File: config.mk
export PLATFORM = sky130hd
export DESIGN_NAME = bsog_gate
export DESIGN_NICKNAME = d
export VERILOG_FILES = /design/src/hw/bsog_pkg.sv /design/src/hw/bsog_gate.sv /design/src/hw/bsog_gear_timer.sv
export VERILOG_INCLUDE_DIRS = /design/src /design/src/hw
export SDC_FILE = /design/constraint.sdc
export NUM_CORES = 1
export LEC_CHECK = 0
export BUFFER_PORTS_ARGS = -buffer_cell sky130_fd_sc_hd__buf_2
export CORE_MARGIN = 5
export CORE_UTILIZATION = 40
export CTS_BUF_LIST = sky130_fd_sc_hd__clkbuf_16
export DETAILED_ROUTE_END_ITERATION = 10
export PLACE_DENSITY = 0.62
export SLEW_MARGIN = 30
export SYNTH_ARGS = -nofsm -noshare
export SYNTH_HDL_FRONTEND = slang
export SYNTH_SLANG_ARGS = --single-unit
export TNS_END_PERCENT = 30
File: constraint.sdc
create_clock -name core_clk_i -period 2.2 [get_ports core_clk_i]
set_input_delay 0.11 -clock core_clk_i [delete_from_list [all_inputs] [get_ports core_clk_i]]
set_output_delay 0.11 -clock core_clk_i [all_outputs]
set_load 0.02 [all_outputs]
File: src/hw/bsog_map.svh
// Register offsets, option byte addresses, command codes and timing counts.
`ifndef BSOG_MAP_SVH
`define BSOG_MAP_SVH
`define BSOG_REG_CMD 5'h00
`define BSOG_REG_EVT 5'h04
`define BSOG_REG_STATUS 5'h08
`define BSOG_REG_OPT 5'h0c
`define BSOG_ERASE_SKIP_ADDR 16'hfffa
`define BSOG_DEBUG_SKIP_ADDR 16'hfffb
`define BSOG_BLANK_LO 16'hffe0
`define BSOG_BLANK_HI 16'hffff
`define BSOG_ERASED 8'hff
`define BSOG_CMD_ERASE 8'hf0
`define BSOG_CMD_SECSET 8'hfa
`define BSOG_CORE_MHZ 50
`define BSOG_GEAR_MHZ 10
`define BSOG_T_ECHO86 21'h000294
`define BSOG_T_ECHO79 21'h00021c
`define BSOG_T_ECHOOP 21'h00012c
`define BSOG_T_CKSUM_FLASH 1493340
`define BSOG_T_CKSUM_RAM 21'h0000a0
`define BSOG_T_HEXREC 21'h0000c8
`define BSOG_T_READ 21'h0001ae
`define BSOG_T_EMU 21'h0001a4
`define BSOG_T_SECSET 21'h000438
`endif

File: src/hw/bsog_pkg.sv
// Types shared by the boot security option gate.
package bsog_pkg;
    typedef enum logic [2:0] {
        BSOG_ST_READY = 3'b000,
        BSOG_ST_REQ = 3'b001,
        BSOG_ST_WAIT = 3'b010,
        BSOG_ST_DECIDE = 3'b011,
        BSOG_ST_IDLE = 3'b100
    } bsog_state_t;
    typedef enum logic [2:0] {
        BSOG_ERR_NONE = 3'b000,
        BSOG_ERR_SECTOR = 3'b001,
        BSOG_ERR_ADDR = 3'b010,
        BSOG_ERR_STRING = 3'b011,
        BSOG_ERR_DEBUG = 3'b100,
        BSOG_ERR_LOCKED = 3'b101
    } bsog_err_t;
    typedef enum logic [3:0] {
        BSOG_EV_ECHO86 = 4'h0,
        BSOG_EV_ECHO79 = 4'h1,
        BSOG_EV_ECHOOP = 4'h2,
        BSOG_EV_CKSUM_FLASH = 4'h3,
        BSOG_EV_CKSUM_RAM = 4'h4,
        BSOG_EV_HEXREC = 4'h5,
        BSOG_EV_READ = 4'h6,
        BSOG_EV_EMU = 4'h7
    } bsog_event_t;
    typedef struct packed {
        logic dbg;
        logic parallel;
        logic addr_ok;
        logic str_ok;
        logic whole;
        logic [7:0] code;
    } bsog_cmd_t;
endpackage

File: src/hw/bsog_gate.sv
// Boot security option gate with Avalon-MM registers and response timing.
//
// Design decisions made here: register access over Avalon-MM and the register addresses.
`timescale 1ns/1ps
`include "bsog_map.svh"
module bsog_gate #(
    parameter logic [20:0] CKSUM_FLASH_GEAR = 21'(`BSOG_T_CKSUM_FLASH)
) (
    input wire logic core_clk_i,
    input wire logic rst_b_i,
    input wire logic [4:0] avs_address_i,
    input wire logic avs_read_i,
    input wire logic avs_write_i,
    input wire logic [31:0] avs_writedata_i,
    input wire logic [3:0] avs_byteenable_i,
    output logic [31:0] avs_readdata_o,
    output logic avs_waitrequest_o,
    output logic [15:0] flash_addr_o,
    output logic flash_rd_o,
    input wire logic [7:0] flash_rdata_i,
    input wire logic flash_rvalid_i,
    input wire logic sec_nv_i,
    output logic grant_o,
    output logic err_o,
    output logic resp_o,
    output logic idle_o,
    output logic sec_en_o
);
    localparam int GEAR_DIV = `BSOG_CORE_MHZ / `BSOG_GEAR_MHZ;

    bsog_pkg::bsog_state_t state;
    bsog_pkg::bsog_cmd_t cmd;
    bsog_pkg::bsog_err_t err_code;
    bsog_pkg::bsog_err_t next_err;
    logic next_pass;
    logic [7:0] erase_skip;
    logic [7:0] debug_skip;
    logic blank;
    logic init_done;
    logic sec_pending;
    logic [2:0] gear_cnt;
    logic gear_tick;
    logic tmr_busy;
    logic tmr_done;
    logic tmr_start;
    logic [20:0] tmr_load;
    logic wr_fire;
    logic cmd_wr;
    logic evt_wr;
    logic is_erase;
    logic secset_go;

    // The gear clock is a one-cycle enable divided from the core clock.
    always_ff @(posedge core_clk_i or negedge rst_b_i) begin
        if (!rst_b_i) begin
            gear_cnt <= 3'h0;
            gear_tick <= 1'b0;
        end else if (gear_cnt == 3'(GEAR_DIV - 1)) begin
            gear_cnt <= 3'h0;
            gear_tick <= 1'b1;
        end else begin
            gear_cnt <= gear_cnt + 3'h1;
            gear_tick <= 1'b0;
        end
    end

    // Each bus request is answered at the second edge after it appears.
    always_ff @(posedge core_clk_i or negedge rst_b_i) begin
        if (!rst_b_i) begin
            avs_waitrequest_o <= 1'b1;
        end else begin
            avs_waitrequest_o <= !((avs_read_i || avs_write_i) && avs_waitrequest_o);
        end
    end

    assign wr_fire = avs_write_i && !avs_waitrequest_o;
    assign cmd_wr = wr_fire && (avs_address_i == `BSOG_REG_CMD) &&
        (avs_byteenable_i[1:0] == 2'h3);
    assign evt_wr = wr_fire && (avs_address_i == `BSOG_REG_EVT) && avs_byteenable_i[0];

    always_ff @(posedge core_clk_i or negedge rst_b_i) begin
        if (!rst_b_i) begin
            avs_readdata_o <= 32'h00000000;
        end else if (avs_read_i && avs_waitrequest_o) begin
            case (avs_address_i)
                `BSOG_REG_CMD: avs_readdata_o <= {19'h00000, cmd};
                `BSOG_REG_STATUS: avs_readdata_o <= {24'h000000, err_code, blank,
                    sec_en_o, tmr_busy, state != bsog_pkg::BSOG_ST_READY, idle_o};
                `BSOG_REG_OPT: avs_readdata_o <= {16'h0000, debug_skip, erase_skip};
                default: avs_readdata_o <= 32'h00000000;
            endcase
        end
    end

    // A new command is taken only while ready; idle refuses commands and event writes but still answers reads.
    always_ff @(posedge core_clk_i or negedge rst_b_i) begin
        if (!rst_b_i) begin
            cmd <= '0;
        end else if (cmd_wr && state == bsog_pkg::BSOG_ST_READY) begin
            cmd <= bsog_pkg::bsog_cmd_t'(avs_writedata_i[12:0]);
        end
    end

    // Both option bytes and the blank window are re-read for every command.
    always_ff @(posedge core_clk_i or negedge rst_b_i) begin
        if (!rst_b_i) begin
            state <= bsog_pkg::BSOG_ST_READY;
            flash_addr_o <= 16'h0000;
            flash_rd_o <= 1'b0;
        end else begin
            flash_rd_o <= 1'b0;
            case (state)
                bsog_pkg::BSOG_ST_READY: begin
                    if (cmd_wr) begin
                        flash_addr_o <= `BSOG_BLANK_LO;
                        state <= bsog_pkg::BSOG_ST_REQ;
                    end
                end
                bsog_pkg::BSOG_ST_REQ: begin
                    flash_rd_o <= 1'b1;
                    state <= bsog_pkg::BSOG_ST_WAIT;
                end
                bsog_pkg::BSOG_ST_WAIT: begin
                    if (flash_rvalid_i) begin
                        if (flash_addr_o == `BSOG_BLANK_HI) begin
                            state <= bsog_pkg::BSOG_ST_DECIDE;
                        end else begin
                            flash_addr_o <= flash_addr_o + 16'h0001;
                            state <= bsog_pkg::BSOG_ST_REQ;
                        end
                    end
                end
                bsog_pkg::BSOG_ST_DECIDE: begin
                    if (!next_pass && !cmd.parallel) begin
                        state <= bsog_pkg::BSOG_ST_IDLE;
                    end else begin
                        state <= bsog_pkg::BSOG_ST_READY;
                    end
                end
                bsog_pkg::BSOG_ST_IDLE: state <= bsog_pkg::BSOG_ST_IDLE;
                default: state <= bsog_pkg::BSOG_ST_READY;
            endcase
        end
    end

    always_ff @(posedge core_clk_i or negedge rst_b_i) begin
        if (!rst_b_i) begin
            erase_skip <= 8'h00;
            debug_skip <= 8'h00;
            blank <= 1'b0;
        end else if (state == bsog_pkg::BSOG_ST_READY && cmd_wr) begin
            blank <= 1'b1;
        end else if (state == bsog_pkg::BSOG_ST_WAIT && flash_rvalid_i) begin
            if (flash_rdata_i != `BSOG_ERASED) begin
                blank <= 1'b0;
            end
            if (flash_addr_o == `BSOG_ERASE_SKIP_ADDR) begin
                erase_skip <= flash_rdata_i;
            end
            if (flash_addr_o == `BSOG_DEBUG_SKIP_ADDR) begin
                debug_skip <= flash_rdata_i;
            end
        end
    end

    assign is_erase = !cmd.dbg && (cmd.code == `BSOG_CMD_ERASE);

    always_comb begin
        next_pass = 1'b1;
        next_err = bsog_pkg::BSOG_ERR_NONE;
        if (cmd.parallel) begin
            if (!is_erase && sec_en_o) begin
                next_pass = 1'b0;
                next_err = bsog_pkg::BSOG_ERR_LOCKED;
            end
        end else if (cmd.dbg) begin
            if (debug_skip != `BSOG_ERASED && sec_en_o) begin
                next_pass = 1'b0;
                next_err = bsog_pkg::BSOG_ERR_DEBUG;
            end else if (!blank && !cmd.str_ok) begin
                next_pass = 1'b0;
                next_err = bsog_pkg::BSOG_ERR_STRING;
            end
        end else if (is_erase) begin
            if (erase_skip == `BSOG_ERASED && !cmd.whole) begin
                next_pass = 1'b0;
                next_err = bsog_pkg::BSOG_ERR_SECTOR;
            end else if (!cmd.addr_ok) begin
                next_pass = 1'b0;
                next_err = bsog_pkg::BSOG_ERR_ADDR;
            end else if (erase_skip != `BSOG_ERASED && !blank && !cmd.str_ok) begin
                next_pass = 1'b0;
                next_err = bsog_pkg::BSOG_ERR_STRING;
            end
        end else if (!cmd.addr_ok) begin
            next_pass = 1'b0;
            next_err = bsog_pkg::BSOG_ERR_ADDR;
        end else if (!blank && !cmd.str_ok) begin
            next_pass = 1'b0;
            next_err = bsog_pkg::BSOG_ERR_STRING;
        end
    end

    // For a failed serial command the error pulse and the idle level rise together at the verdict edge.
    always_ff @(posedge core_clk_i or negedge rst_b_i) begin
        if (!rst_b_i) begin
            grant_o <= 1'b0;
            err_o <= 1'b0;
            idle_o <= 1'b0;
            err_code <= bsog_pkg::BSOG_ERR_NONE;
        end else begin
            grant_o <= 1'b0;
            err_o <= 1'b0;
            if (state == bsog_pkg::BSOG_ST_DECIDE) begin
                grant_o <= next_pass;
                err_o <= !next_pass;
                err_code <= next_err;
                idle_o <= !next_pass && !cmd.parallel;
            end
        end
    end

    assign secset_go = state == bsog_pkg::BSOG_ST_DECIDE && next_pass &&
        !cmd.dbg && !cmd.parallel && cmd.code == `BSOG_CMD_SECSET;

    // The stored security state is loaded once after reset is released.
    always_ff @(posedge core_clk_i or negedge rst_b_i) begin
        if (!rst_b_i) begin
            init_done <= 1'b0;
            sec_en_o <= 1'b0;
            sec_pending <= 1'b0;
        end else if (!init_done) begin
            init_done <= 1'b1;
            sec_en_o <= sec_nv_i;
        end else begin
            if (state == bsog_pkg::BSOG_ST_DECIDE && next_pass && is_erase && cmd.whole) begin
                sec_en_o <= 1'b0;
            end else if (sec_pending && tmr_done) begin
                sec_en_o <= 1'b1;
            end
            if (secset_go) begin
                sec_pending <= 1'b1;
            end else if (tmr_done) begin
                sec_pending <= 1'b0;
            end
        end
    end

    function automatic logic [20:0] event_delay(input logic [3:0] code,
                                                input logic [20:0] cksum_flash);
        case (bsog_pkg::bsog_event_t'(code))
            bsog_pkg::BSOG_EV_ECHO86: event_delay = `BSOG_T_ECHO86;
            bsog_pkg::BSOG_EV_ECHO79: event_delay = `BSOG_T_ECHO79;
            bsog_pkg::BSOG_EV_ECHOOP: event_delay = `BSOG_T_ECHOOP;
            bsog_pkg::BSOG_EV_CKSUM_FLASH: event_delay = cksum_flash;
            bsog_pkg::BSOG_EV_CKSUM_RAM: event_delay = `BSOG_T_CKSUM_RAM;
            bsog_pkg::BSOG_EV_HEXREC: event_delay = `BSOG_T_HEXREC;
            bsog_pkg::BSOG_EV_READ: event_delay = `BSOG_T_READ;
            bsog_pkg::BSOG_EV_EMU: event_delay = `BSOG_T_EMU;
            default: event_delay = `BSOG_T_ECHOOP;
        endcase
    endfunction

    // Security enable wins over an event write in the same cycle; any start while the timer is busy is dropped.
    always_comb begin
        tmr_start = 1'b0;
        tmr_load = `BSOG_T_SECSET;
        if (secset_go) begin
            tmr_start = 1'b1;
        end else if (evt_wr && !idle_o && !tmr_busy) begin
            tmr_start = 1'b1;
            tmr_load = event_delay(avs_writedata_i[3:0], CKSUM_FLASH_GEAR);
        end
    end

    bsog_gear_timer u_timer (
        .core_clk_i(core_clk_i),
        .rst_b_i(rst_b_i),
        .tick_i(gear_tick),
        .start_i(tmr_start),
        .load_i(tmr_load),
        .busy_o(tmr_busy),
        .done_o(tmr_done)
    );

    always_ff @(posedge core_clk_i or negedge rst_b_i) begin
        if (!rst_b_i) begin
            resp_o <= 1'b0;
        end else begin
            resp_o <= tmr_done && !idle_o;
        end
    end
endmodule // bsog_gate

File: src/hw/bsog_gear_timer.sv
// Down counter of gear clock ticks that pulses when a response is due.
`timescale 1ns/1ps
module bsog_gear_timer (
    input wire logic core_clk_i,
    input wire logic rst_b_i,
    input wire logic tick_i,
    input wire logic start_i,
    input wire logic [20:0] load_i,
    output logic busy_o,
    output logic done_o
);
    logic [20:0] remain;
    logic [20:0] seen;
    logic [20:0] load_q;

    always_ff @(posedge core_clk_i or negedge rst_b_i) begin
        if (!rst_b_i) begin
            remain <= 21'h000000;
            busy_o <= 1'b0;
            done_o <= 1'b0;
        end else begin
            done_o <= 1'b0;
            if (start_i && !busy_o) begin
                remain <= load_i;
                busy_o <= 1'b1;
            end else if (busy_o && tick_i) begin
                remain <= remain - 21'h000001;
                if (remain == 21'h000001) begin
                    busy_o <= 1'b0;
                    done_o <= 1'b1;
                end
            end
        end
    end

    // Helper count of ticks since start, read only by the check below.
    always_ff @(posedge core_clk_i or negedge rst_b_i) begin
        if (!rst_b_i) begin
            seen <= 21'h000000;
            load_q <= 21'h000000;
        end else if (start_i && !busy_o) begin
            seen <= 21'h000000;
            load_q <= load_i;
        end else if (busy_o && tick_i) begin
            seen <= seen + 21'h000001;
        end
    end
endmodule // bsog_gear_timer

# After elaboration in Yosys (flattened, before gate mapping)
# Memory sizes are Yosys's and may differ from the RTL's.
# Index checks and enable logic that the tools add are counted.
# totals
ff_bits	120
mem_count	1
input_bits	55
rom_bits	120
# op_classes
n_addsub	3
n_mux	56
n_reduce_logical	57
n_eq_ne	23
bitwise	1
# memory_table
name	depth	width	read_ports	rd_ports_with_merged_regs	write_ports	line_no	rtl
(name not given)	8	15	1	0	0	bsog_gate.sv:251	case (bsog_pkg::bsog_event_t'(code))
# op_table
cell	count
21-bit two-way mux	5
16-bit equality test (second input constant)	3
16-bit two-way mux	3
16-bit case mux with 3 select lines	1
16-bit case mux with 2 select lines	1
1-bit two-way mux	30
3-bit two-way mux	10
1-bit logical AND	29
8-bit equality test (second input constant)	3
8-bit != test (second input constant)	3
21-bit by 1-bit equality test with 1-bit output (second input constant)	1
21-bit by 1-bit subtractor with 21-bit output (second input constant)	1
16-bit by 1-bit adder with 16-bit output (second input constant)	1
3-bit case mux with 5 select lines	1
2-bit nonzero test	6
1-bit zero test	11
5-bit by 4-bit equality test with 1-bit output (second input constant)	2
2-bit two-way mux	5
2-bit AND reduction	4
3-bit by 2-bit equality test with 1-bit output (second input constant)	2
3-bit equality test (second input constant)	2
2-bit != test (second input constant)	3
3-bit AND reduction	2
5-bit by 3-bit equality test with 1-bit output (second input constant)	1
10 further kinds	10

# Logic depth before layout (Yosys ltp)
# Gate-level depths: netlist of run 1.
# logic_depth
ltp_word	17
mapped_depth	8
depth_no_buf	7

# Hierarchy
# A second synthesis of run 1 with hierarchy kept.
# hier_totals
cells_unflattened	576
hier_area_um2	5535.3
# by_module_without_submodules
mod	cells_each	seq_area_each_um2	instances	area_each_um2
bsog_gate	429	2028.2	1	4230.3
bsog_gear_timer	147	575.6	1	1305.0

# Least setup slack after synthesis of run 1
# Ideal clock, no wire load.
# synth_path
kind	register to register
start	reg cmd[12] (netlist name)
end	reg u_timer.remain[9]
path_stages_with_launch	8
setup_ps	119
required_ps	2081
period_less_slack_ps	2353
slack_ps	-153
arrival_time_ps	2234
path_cell_list	dfrtp_1 -> or3_4 -> or4_4 -> a32oi_4 -> a21boi_4 -> or3_4 -> o22ai_1 -> o21ba_1
# synth_via
elab_chain_cells	13
elab_cells_between_ends	17
classes_between	mux (7); reduce/logical (10)
# synth_rtl
item	line_no	rtl
from (decl)	bsog_gate.sv:32	bsog_pkg::bsog_cmd_t cmd;
from (signal assigned)	bsog_gate.sv:100	cmd <= bsog_pkg::bsog_cmd_t'(avs_writedata_i[12:0]);
1-bit zero test	bsog_gate.sv:166, bsog_gate.sv:224	
1-bit logical AND	bsog_gate.sv:166	assign is_erase = !cmd.dbg && (cmd.code == `BSOG_CMD_ERASE);
1-bit zero test	bsog_gate.sv:172	if (!is_erase && sec_en_o) begin
1-bit logical AND	bsog_gate.sv:172	
1-bit two-way mux	bsog_gate.sv:172	
1-bit two-way mux	bsog_gate.sv:171	if (cmd.parallel) begin
1-bit logical AND	bsog_gate.sv:223	assign secset_go = state == bsog_pkg::BSOG_ST_DECIDE && next_pass &&
1-bit logical AND *	bsog_gate.sv:223	
1-bit logical AND *	bsog_gate.sv:224	!cmd.dbg && !cmd.parallel && cmd.code == `BSOG_CMD_SECSET;
1-bit logical AND (no line) *	n/a	
1-bit two-way mux	bsog_gate.sv:268	if (secset_go) begin
1-bit logical AND	bsog_gear_timer.sv:23	if (start_i && !busy_o) begin
21-bit two-way mux or 2-bit nonzero test (tied branches)	n/a	
to (signal assigned)	bsog_gear_timer.sv:24	remain <= load_i;
to (signal assigned)	bsog_gear_timer.sv:27	remain <= remain - 21'h000001;
to (decl)	bsog_gear_timer.sv:12	logic [20:0] remain;
# Mark *: on every way between the ends. The rest lies on a longest branch, timed or not.
# A chain may end at the register's enable or synchronous reset.

# Worst setup path after layout of run 1
# layout_path
start	reg cmd[2] (netlist name)
end	reg u_timer.remain[11]
# layout_via
elab_chain_cells	13
elab_cells_between_ends	18
classes_between	eq/ne (2); mux (7); reduce/logical (9)
# layout_rtl
item	line_no
8-bit equality test (no line)	n/a
1-bit logical AND	bsog_gate.sv:166
1-bit zero test	bsog_gate.sv:172
1-bit logical AND	bsog_gate.sv:172
1-bit two-way mux	bsog_gate.sv:172
1-bit two-way mux	bsog_gate.sv:171
1-bit logical AND (2 in a row)	bsog_gate.sv:223
1-bit logical AND	bsog_gate.sv:224
1-bit logical AND (no line) *	n/a
1-bit two-way mux	bsog_gate.sv:268
1-bit logical AND	bsog_gear_timer.sv:23
21-bit two-way mux or 2-bit nonzero test (tied branches)	n/a
# Marked as above.

==> impl_metrics.py, run 1 <==
metrics = {
    "layout": {
        "n_fill_cell": 1207,
        "fin_nets": 762,
        "final_area_um2": 7000,
        "final_core_util_pct": 52.7,
        "diodes": 0,
        "final_cell_mix": "103 x dfrtp_1, 75 x nand2_1, 71 x buf_2, 69 x buf_4, 38 x o21ai_0",
        "syn_to_final_growth_pct": 28.3,
        "final_common_cell": "dfrtp_1",
        "drive_above_1_share_pct": 33.2,
    },
    "power": {
        "p_per_area_nw_per_um2": 628,
        "p_leak_nw": 3.31,
        "vdd_drop_max_mv": 0.403,
    },
    "global_route": {
        "grt_pass1_wl_um": 23600,
        "grt_start_max_net_pins": 43,
        "grt_pass1_vias": 4701,
        "gr-total-overflow": 0,
        "grt_use_total_pct": 18.1,
        "antenna_found_initial": 0,
    },
    "routing": {
        "drc": 0,
        "ant_nets": 0,
        "dr_total_vias": 4700,
        "viasPerCell": 5.36,
        "routed_wl_um": 14500,
        "dr.first_iter.drc_count": 296,
        "first_pass_iters": 5,
        "route.detailed.wl_per_inst_um": 16.5,
    },
    "floorplan": {
        "dieArea_um2": 16100,
        "die_w_um": 127,
        "coreArea_um2": 13300,
        "fp.dieH_um": 127,
        "rows": 42,
        "start_util_pct": 41.1,
        "ioPinCount": 110,
    },
    "sta": {
        "rsz0062_at_grt": "yes",
        "setup_viol": 25,
        "hold_violations": 0,
        "fin_crit_sh_pct": 110,
        "layout_setup_ws_ns": -0.221,
        "worst_clock_skew_ns": 0.0111,
        "period_needed_ns": 2.42,
        "drv_slew": 0,
        "hold_ws_ns": 0.00735,
        "fmax_mhz": 413,
        "fin_setup_tns_ns": -2.71,
        "slew_headroom_pct": 58.8,
        "max_slew.worst_pin.slew_ns": 0.618,
    },
    "setup_path": {
        "path_cells": "or3_4 -> or4_4 -> buf_6 -> a211oi_4 -> nand4b_4 -> o2bb2ai_2 -> a21oi_1",
        "reg2regPathDepth": 7,
        "crit_slowest_cell": "or4_4",
        "crit_path_start": "cmd[2]",
        "cp_max_fo": 8,
        "crit_type": "reg2reg",
        "start_kind": "flip-flop",
        "cp_data_required_time_ns": 2.43,
        "cp-end-kind": "flip-flop",
        "slowest_delay_ns": 0.46,
        "crit_arrival_ns": 2.66,
        "reg2reg_from": "cmd[2]",
    },
    "clock_network": {
        "clock_sinks": 104,
        "numCtsBuffers": 9,
        "ctsLongestPathBuffers": 2,
        "cts_root_buffer": "clkbuf_16",
        "ctsHtreeMaxLevel": 3,
        "clkTransAtPathRegs_ns": 0.07,
        "clk_latency_ns": 0.35,
        "cts_tree": "built",
    },
    "placement": {
        "port_buffers": 72,
        "place.gp.congestion": 0.890,
        "dpl_cell_area_um2": 6480,
        "hpwl_um": 10800,
    },
    "synth": {
        "async_flop_share_pct": 100,
        "synth-seq-cells": 104,
        "syn_inst": 549,
        "synth_flop_cell": "dfrtp_1",
        "syn-cell-area_um2": 5460,
        "yosys_warnings": 0,
        "synth_edf_count": 0,
        "syn_avg_cell_area_um2": 9.94,
        "ys_seq_area_share_pct": 47.7,
        "ys_types": 70,
    },
    "worst_hold_path": {
        "worstHoldPathType": "in2reg",
        "hp-start": "avs_writedata_i[8]",
        "whs_path_depth": 2,
    },
    "run": {
        "drv_cap": 0,
    },
    "run_status": {
        "outcome": "complete, but fails checks",
        "violations": "negative setup slack",
    },
}
-- repair_timing --
item	4_1_cts	5_1_grt
buffers inserted	1	2
hold buffers	8	0
pin swaps	9	8
endpoints found under the setup margin	30	56
hold endpoints to repair	46	0
resized for setup	15	20
-- through the flow --
step	power (mW)	cells	setup WS, ns
floorplan	2.52	564	-0.149
global placement	2.80	850	-0.145
detailed placement	2.82	850	-0.206
CTS	4.43	875	-0.206
global route	4.59	877	-0.324
finish	4.40	877	-0.221
-- state kept, by name, summed over array words and instances (netlist names), 3 cells and up --
name,cells
u_timer.remain,21
avs_readdata_o,16
flash_addr_o,16
cmd,13
debug_skip,8
erase_skip,8
err_code,3
gear_cnt,3
state,3
-- power by group --
group          switching (mW)  internal, mW  total, mW  leakage [nW]
clock                   0.723         0.874       1.60         0.147
sequential              0.103          2.02       2.12          1.35
combinational           0.407         0.278      0.685          1.81
-- routing by layer --
metal / GRT usage (%) / wire, µm
met5: 0 / 0
met4: 7.38 / 340
met3: 2.77 / 716
met2: 30.1 / 7090
met1: 23.8 / 6360
-- final cells by class --
class | instances | area (µm²) | area share, %
clock inverters | 7 | 62.6 | 0.893
inverters | 13 | 48.8 | 0.697
flip-flops and latches | 104 | 2600 | 37.2
repair buffers | 156 | 1060 | 15.2
clock buffers | 9 | 225 | 3.22
multi-input cells | 412 | 2780 | 39.7
well taps | 176 | 220 | 3.14
-- path summary, 6_finish.rpt --
check	slack [ns]	end
hold / removal	0.007	cmd[8]
max in group asynchronous	1.24	avs_waitrequest_o
setup reg to reg	-0.22	u_timer.remain[11]
hold reg to reg	0.46	gear_cnt[0]
setup / recovery	-0.22	u_timer.remain[11]
min in group asynchronous	0.31	cmd[7]
-- cell usage after synthesis (2+ instances only) --
library cell    n  area (µm²)
or3_4           2        22.5
o21a_1          3        22.5
dfrtp_1       103        2580
nor3_1         18        90.1
or4_4           3        33.8
o21ai_0        42         210
nor2_1         40         150
or2_2           2        12.5
ha_1           11         138
xor2_1          9        78.8
nand3_1        15        75.1
a22oi_1         7        52.6
a22o_1          9        78.8
buf_4          16         120
nand2_1        76         285
nor4_2          2        25.0
o2bb2ai_1       2        17.5
o311ai_0        2        17.5
nor4_1          8        50.1
or3_1           4        25.0
clkbuf_1       15        56.3
conb_1          2        7.51
and2_1          4        25.0
a31oi_1         5        31.3
nand4b_1        2        17.5
o22ai_1         2        12.5
a21oi_1        21         105
o31ai_1         2        15.0
inv_1          13        48.8
nand3b_1        3        22.5
nand2b_1        3        18.8
nor3b_1         2        15.0
nor4b_1         2        17.5
xnor2_1        10        87.6
mux2_2         29         327
nand4_1        12        75.1
nor2b_1         2        12.5
nor3_2          3        30.0
and3_1          7        43.8
buf_2           4        20.0
o21ai_1         3        15.0
-- critical path, delay by kind of cell (launching register included) --
kind            cells  cell delay [ns]
compound gates      3             0.61
buf+inv             1             0.14
flops               1             0.39
simple gates        3             1.16
-- cell families (layout without fill, tap and decap cells) --
family,count (synthesis),after routing,synth area share (%)
xor gates and xnor gates,19,19,3.05
adders and majority gates,11,11,2.52
AOI/OAI and AO/OA,116,116,14.8
muxes,29,29,5.98
other,2,17,0.138
buffers and inverters,48,185,4.49
and+or+nand+nor,220,220,21.3
DFF,104,104,47.7
(Power assumes the default switching activity.)
==> inputs of run 2 (changes only) <==
CORE_UTILIZATION = 35   (was 40)
PLACE_DENSITY = 0.55   (was 0.62)
==> run 2 against run 1 <==
  * Combinational power increased by 1%
  * Largest cell class unchanged
  * Wire length down 0.30%
  * First-iteration DRC count down 12%
  * The run still ends with negative setup slack left
  * Count of clock-buffer cells in the layout did not move
  * Critical path type unchanged
  * Clock power about the same
  * Sequential power barely moved
  * Non-clock buffer count grew 1
  * Utilization fell by 6.2 points
  * Register-to-register slack worse by 0.02 ns
  * Clock skew hardly changed
==> impl_metrics.py, run 2 (same netlist as run 1, synthesis figures left out) <==
metrics = {
    "run_status": {
        "outcome": "complete, but fails checks",
        "violations": "negative setup slack",
    },
    "power": {
        "p_comb_share_pct": 15.9,
        "p_sw_mw": 1.29,
        "p_per_area_nw_per_um2": 617,
        "p_leak_nw": 3.29,
        "vdd_drop_max_mv": 0.442,
        "sequentialPowerShare_pct": 48.3,
        "internal_power_mw": 3.09,
        "p_clk_share_pct": 35.8,
        "swShare_pct": 29.4,
    },
    "placement": {
        "port_buffers": 72,
        "place.gp.congestion": 0.865,
        "dpl_cell_area_um2": 6470,
        "hpwl_um": 10800,
        "place_ws_ns": -0.174,
    },
    "sta": {
        "layout_setup_ws_ns": -0.240,
        "setup_viol": 26,
        "slew_headroom_pct": 60.8,
        "rsz0062_at_grt": "yes",
        "fin_crit_sh_pct": 111,
        "max_slew.worst_pin.slew_ns": 0.588,
        "worst_clock_skew_ns": 0.0110,
        "drv_slew": 0,
        "hold_violations": 0,
        "period_needed_ns": 2.44,
        "fmax_mhz": 410,
    },
    "layout": {
        "top_register": "u_timer.remain",
        "multiInputGateArea_um2": 2820,
        "drive_above_1_share_pct": 34.9,
        "final_common_cell": "dfrtp_1",
        "syn_to_final_growth_pct": 29.9,
        "ff_latch_area_um2": 2600,
        "final_core_util_pct": 46.5,
        "final_cell_mix": "103 x dfrtp_1, 71 x nand2_1, 71 x buf_2, 69 x buf_4, 35 x o21ai_0",
        "largest_reg_flops": 21,
        "n_fill_cell": 1457,
        "fin_nets": 763,
        "diodes": 0,
        "reg_top3": "u_timer.remain (21), avs_readdata_o (16), flash_addr_o (16)",
        "final_area_um2": 7090,
    },
    "floorplan": {
        "ioPinCount": 110,
        "rows": 45,
        "fp.dieH_um": 135,
        "coreArea_um2": 15300,
        "dieArea_um2": 18200,
        "start_util_pct": 35.8,
        "die_w_um": 135,
    },
    "worst_hold_path": {
        "worstHoldPathType": "in2reg",
    },
    "routing": {
        "ant_nets": 0,
        "dr_total_vias": 4574,
        "viasPerCell": 5.01,
        "dr.first_iter.drc_count": 260,
        "first_pass_iters": 5,
        "route.detailed.wl_per_inst_um": 15.8,
        "drc": 0,
        "routed_wl_um": 14500,
    },
    "clock_network": {
        "numCtsBuffers": 9,
        "clkTransAtPathRegs_ns": 0.08,
        "ctsLongestPathBuffers": 2,
        "cts_tree": "built",
        "clock_sinks": 104,
        "ctsHtreeMaxLevel": 3,
        "clk_latency_ns": 0.35,
        "cts_root_buffer": "clkbuf_16",
    },
    "setup_path": {
        "cp_data_required_time_ns": 2.44,
        "start_kind": "flip-flop",
        "cp_max_fo": 4,
        "cp-end-kind": "flip-flop",
        "crit_type": "reg2reg",
        "crit_arrival_ns": 2.68,
    },
    "global_route": {
        "grt_pass1_vias": 4603,
        "gr-total-overflow": 0,
        "grt_use_total_pct": 16.0,
        "grt_pass1_wl_um": 23400,
        "antenna_found_initial": 0,
        "grt_start_max_net_pins": 46,
    },
    "run": {
        "drv_cap": 0,
    },
}
==> run 2: cell count changes in the layout (fill, tap and decap cells not counted), sizes merged <==
cell | previous run | this run
buf | 148 | 147
dlygate4sd3 | 8 | 10
clkinvlp | 0 | 1
inv | 16 | 17
clkinv | 3 | 2
bufinv | 1 | 0
==> run 2: metal layers <==
metal  up-vias  routed length, µm  track usage, %
met1      2217               6450            20.9
met3        12                772            3.61
met4         0                153            4.58
met2       113               7080            26.7
li1       2232                  -               -
met5         -                  0               0
==> run 2: area by class of cell <==
cell class	count	share of cell area (%)
multi-input combinational	412	39.8
sequential	104	36.7
timing repair buffer	157	15.0
tap	211	3.72
clock buffer	9	3.18
clock inverter	7	0.882
inverter	13	0.688
==> run 2: metrics by stage <==
| step | std cells | TNS (ns) | power, mW | hold WS (ns) |
|---|---|---|---|---|
| 2_1_floorplan | 564 | -0.607 | 2.52 | -0.186 |
| 3_3_place_gp | 880 | -1.39 | 2.80 | 0.158 |
| 3_5_place_dp | 880 | -1.87 | 2.82 | 0.159 |
| 4_1_cts | 911 | -2.02 | 4.41 | 0.00100 |
| 5_1_grt | 913 | -5.05 | 4.59 | -0.000712 |
| 6_report | 913 | -2.38 | 4.38 | 0.0174 |
==> run 2: power by group through the flow <==
stage | Sequential (mW) | Clock [mW] | Combinational, mW
floorplan | 2.20 | 0 | 0.318
global placement | 2.15 | 0 | 0.655
detailed placement | 2.15 | 0 | 0.666
CTS | 2.11 | 1.61 | 0.691
global route | 2.13 | 1.69 | 0.765
finish | 2.11 | 1.57 | 0.694
==> run 2: what timing repair did <==
action                                 in CTS  in global routing
resized for setup                          11                 37
setup buffers                               5                  2
hold buffers                               10                  0
gates cloned                                0                  0
pin swaps                                   4                  9
endpoints found under the hold margin      50                  0
setup endpoints to repair                  27                 53
==> run 2: final timing paths <==
kind                                      from                 to  slack (ns)  depth (start not counted)
setup / recovery                        cmd[2]  u_timer.remain[9]       -0.24                          7
hold / removal             avs_writedata_i[10]            cmd[10]        0.02                          2
setup reg to reg                        cmd[2]  u_timer.remain[9]       -0.24                          7
hold reg to reg                    gear_cnt[0]        gear_cnt[0]        0.47                          1
max in group asynchronous              rst_b_i             idle_o        1.20                          3
min in group asynchronous              rst_b_i        err_code[0]        0.30                          2
==> run 2: worst max-delay path: stages (launching register included) <==
cell and delay [ns]:
dfrtp_1 0.38, or3_4 0.41, or4_4 0.45, a32oi_4 0.29, a21boi_4 0.11, or3_4 0.37, o22ai_1 0.15, o21ba_1 0.16
==> inputs of run 3 (changes only) <==
CORE_UTILIZATION = 50   (was 35)
PLACE_DENSITY = 0.75   (was 0.55)
==> run 3 against run 2 <==
  * The flow still finishes with violations (negative setup slack)
  * Final area fell by 1.9%
  * Largest power group unchanged
  * Power fell by 1.8%
  * First-iteration DRC count rose by 27%
  * Critical path type unchanged
  * Utilization rose by 18 points
  * Die area fell by 28%
  * Non-clock buffer count fell by 2
  * Setup slack got worse by 0.0098 ns
  * Highest routed layer unchanged
  * Critical path depth rose by 1
  * Clock skew fell by 0.0047 ns
  * Wire length fell by 1.7%
==> impl_metrics.py, run 3 (same netlist as run 1, synthesis figures left out) <==
metrics = {
    "global_route": {
        "antenna_found_initial": 0,
        "grt_start_max_net_pins": 55,
        "grt_pass1_vias": 4667,
        "grt_use_total_pct": 21.7,
        "grt_pass1_wl_um": 22700,
        "gr-total-overflow": 0,
    },
    "routing": {
        "drc": 0,
        "routedLengthMet1_um": 6110,
        "first_pass_iters": 4,
        "ant_nets": 0,
        "viasPerCell": 5.59,
        "dr.first_iter.drc_count": 329,
        "route.met3.wl_um": 705,
        "dr.max_layer_used": "met4",
        "routed_wl_um": 14200,
        "met2_length_um": 7110,
        "route.detailed.wl_per_inst_um": 16.9,
        "dr_total_vias": 4690,
    },
    "sta": {
        "worst_clock_skew_ns": 0.00635,
        "fin_crit_sh_pct": 111,
        "hold_ws_ns": 0.00628,
        "fmax_mhz": 408,
        "hold_violations": 0,
        "max_slew.worst_pin.slew_ns": 0.534,
        "slew_headroom_pct": 64.3,
        "rsz0062_at_grt": "yes",
        "layout_setup_ws_ns": -0.250,
        "period_needed_ns": 2.45,
        "setup_viol": 31,
        "drv_slew": 0,
    },
    "placement": {
        "hpwl_um": 10300,
        "dp.cells": 812,
        "port_buffers": 72,
        "place.gp.congestion": 0.987,
    },
    "power": {
        "sequentialPowerShare_pct": 49.4,
        "total_power_mw": 4.30,
        "p_clk_share_pct": 34.1,
        "p_per_area_nw_per_um2": 618,
        "p_comb_share_pct": 16.5,
        "vdd_drop_max_mv": 0.488,
        "p_sw_mw": 1.23,
        "internal_power_mw": 3.07,
        "swShare_pct": 28.7,
        "p_leak_nw": 3.31,
    },
    "layout": {
        "drive_above_1_share_pct": 35.1,
        "reg_top3": "u_timer.remain (21), avs_readdata_o (16), flash_addr_o (16)",
        "largest_reg_flops": 21,
        "top_register": "u_timer.remain",
        "syn_to_final_growth_pct": 27.4,
        "final_cell_mix": "103 x dfrtp_1, 73 x nand2_1, 71 x buf_2, 71 x buf_4",
        "diodes": 0,
        "fin_nets": 761,
        "stdcell_count": 839,
        "final_common_cell": "dfrtp_1",
        "n_fill_cell": 871,
    },
    "setup_path": {
        "cp_max_fo": 8,
        "reg2reg_slack_ns": -0.25,
        "crit_type": "reg2reg",
        "reg2regPathDepth": 8,
        "cp_data_required_time_ns": 2.42,
        "cp-end-kind": "flip-flop",
        "r2r-end": "u_timer.remain[5]",
        "crit_arrival_ns": 2.67,
        "start_kind": "flip-flop",
        "reg2reg_from": "cmd[2]",
    },
    "run_status": {
        "violations": "negative setup slack",
        "outcome": "complete, but fails checks",
    },
    "clock_network": {
        "clock_sinks": 104,
        "cts_tree": "built",
        "ctsLongestPathBuffers": 2,
        "cts_root_buffer": "clkbuf_16",
        "clk_latency_ns": 0.34,
        "numCtsBuffers": 9,
        "clkTransAtPathRegs_ns": 0.07,
        "ctsHtreeMaxLevel": 3,
    },
    "floorplan": {
        "dieArea_um2": 13100,
        "rows": 38,
        "ioPinCount": 110,
        "start_util_pct": 50.6,
        "coreArea_um2": 10800,
        "die_w_um": 114,
        "fp.dieH_um": 114,
    },
    "worst_hold_path": {
        "min_to": "cmd[5]",
        "hp-start": "avs_writedata_i[5]",
        "whs_path_depth": 2,
        "worstHoldPathType": "in2reg",
    },
    "run": {
        "drv_cap": 0,
    },
}
run 3: critical path, stage by stage, from the launching register on:
cell	delay, ns
dfrtp_1	0.38
or3_4	0.41
or4_4	0.46
a32oi_4	0.29
a211oi_4	0.17
buf_4	0.17
nor4b_2	0.26
a41o_1	0.12
o21ai_1	0.07
run 3: layout make-up:
| cell class | instances | area [µm²] | area share, % |
|---|---|---|---|
| multi-input combinational | 412 | 2830 | 40.7 |
| clock inverter | 6 | 36.3 | 0.522 |
| sequential | 104 | 2600 | 37.4 |
| clock buffer | 9 | 225 | 3.24 |
| tap | 140 | 175 | 2.52 |
| inverter | 13 | 48.8 | 0.701 |
| timing repair buffer | 155 | 1040 | 14.9 |
run 3: through the flow:
step / utilization, % / setup WS (ns) / TNS (ns) / area, µm²
after floorplan: - / -0.149 / -0.607 / 5520
after global placement: 59.4 / -0.153 / -1.32 / 6410
after detailed placement: 59.4 / -0.198 / -2.53 / 6410
after CTS: 62.9 / -0.220 / -3.07 / 6780
after global routing: 64.5 / -0.343 / -6.46 / 6960
final: 64.5 / -0.250 / -4.14 / 6960
run 3: what timing repair did:
| action | in CTS | in global routing |
|---|---|---|
| resized for setup | 10 | 42 |
| hold buffers | 7 | 0 |
| endpoints found under the hold margin | 72 | 0 |
| pin swaps | 5 | 17 |
| buffers inserted | 1 | 4 |
| gates cloned | 0 | 0 |
| endpoints found under the setup margin | 33 | 57 |
run 3: per-layer routing:
layer  global-route usage (%)  up-vias
met4                     8.63        0
met3                     2.70       28
met1                     28.1     2300
li1                         -     2228
met5                        0        -
met2                     36.8      134
run 3: power groups by stage:
| stage | Clock, mW | Combinational, mW | Sequential [mW] |
|---|---|---|---|
| floorplan | 0 | 0.318 | 2.20 |
| global placement | 0 | 0.652 | 2.15 |
| detailed placement | 0 | 0.669 | 2.15 |
| CTS | 1.48 | 0.687 | 2.12 |
| global route | 1.55 | 0.782 | 2.14 |
| finish | 1.46 | 0.711 | 2.12 |
run 3: how the worst max path moves through the flow:
| stage | slack, ns | endpoint | from | depth (start not counted) |
|---|---|---|---|---|
| finish | -0.25 | u_timer.remain[5] | cmd[2] | 8 |
| global route | -0.34 | u_timer.remain[7] | cmd[2] | 7 |
| CTS | -0.22 | u_timer.remain[9] | cmd[2] | 7 |
| detailed placement | -0.20 | u_timer.remain[9] | cmd[2] | 7 |
| global placement | -0.15 | u_timer.remain[9] | cmd[2] | 7 |
| floorplan | -0.15 | u_timer.remain[9] | cmd[12] | 7 |
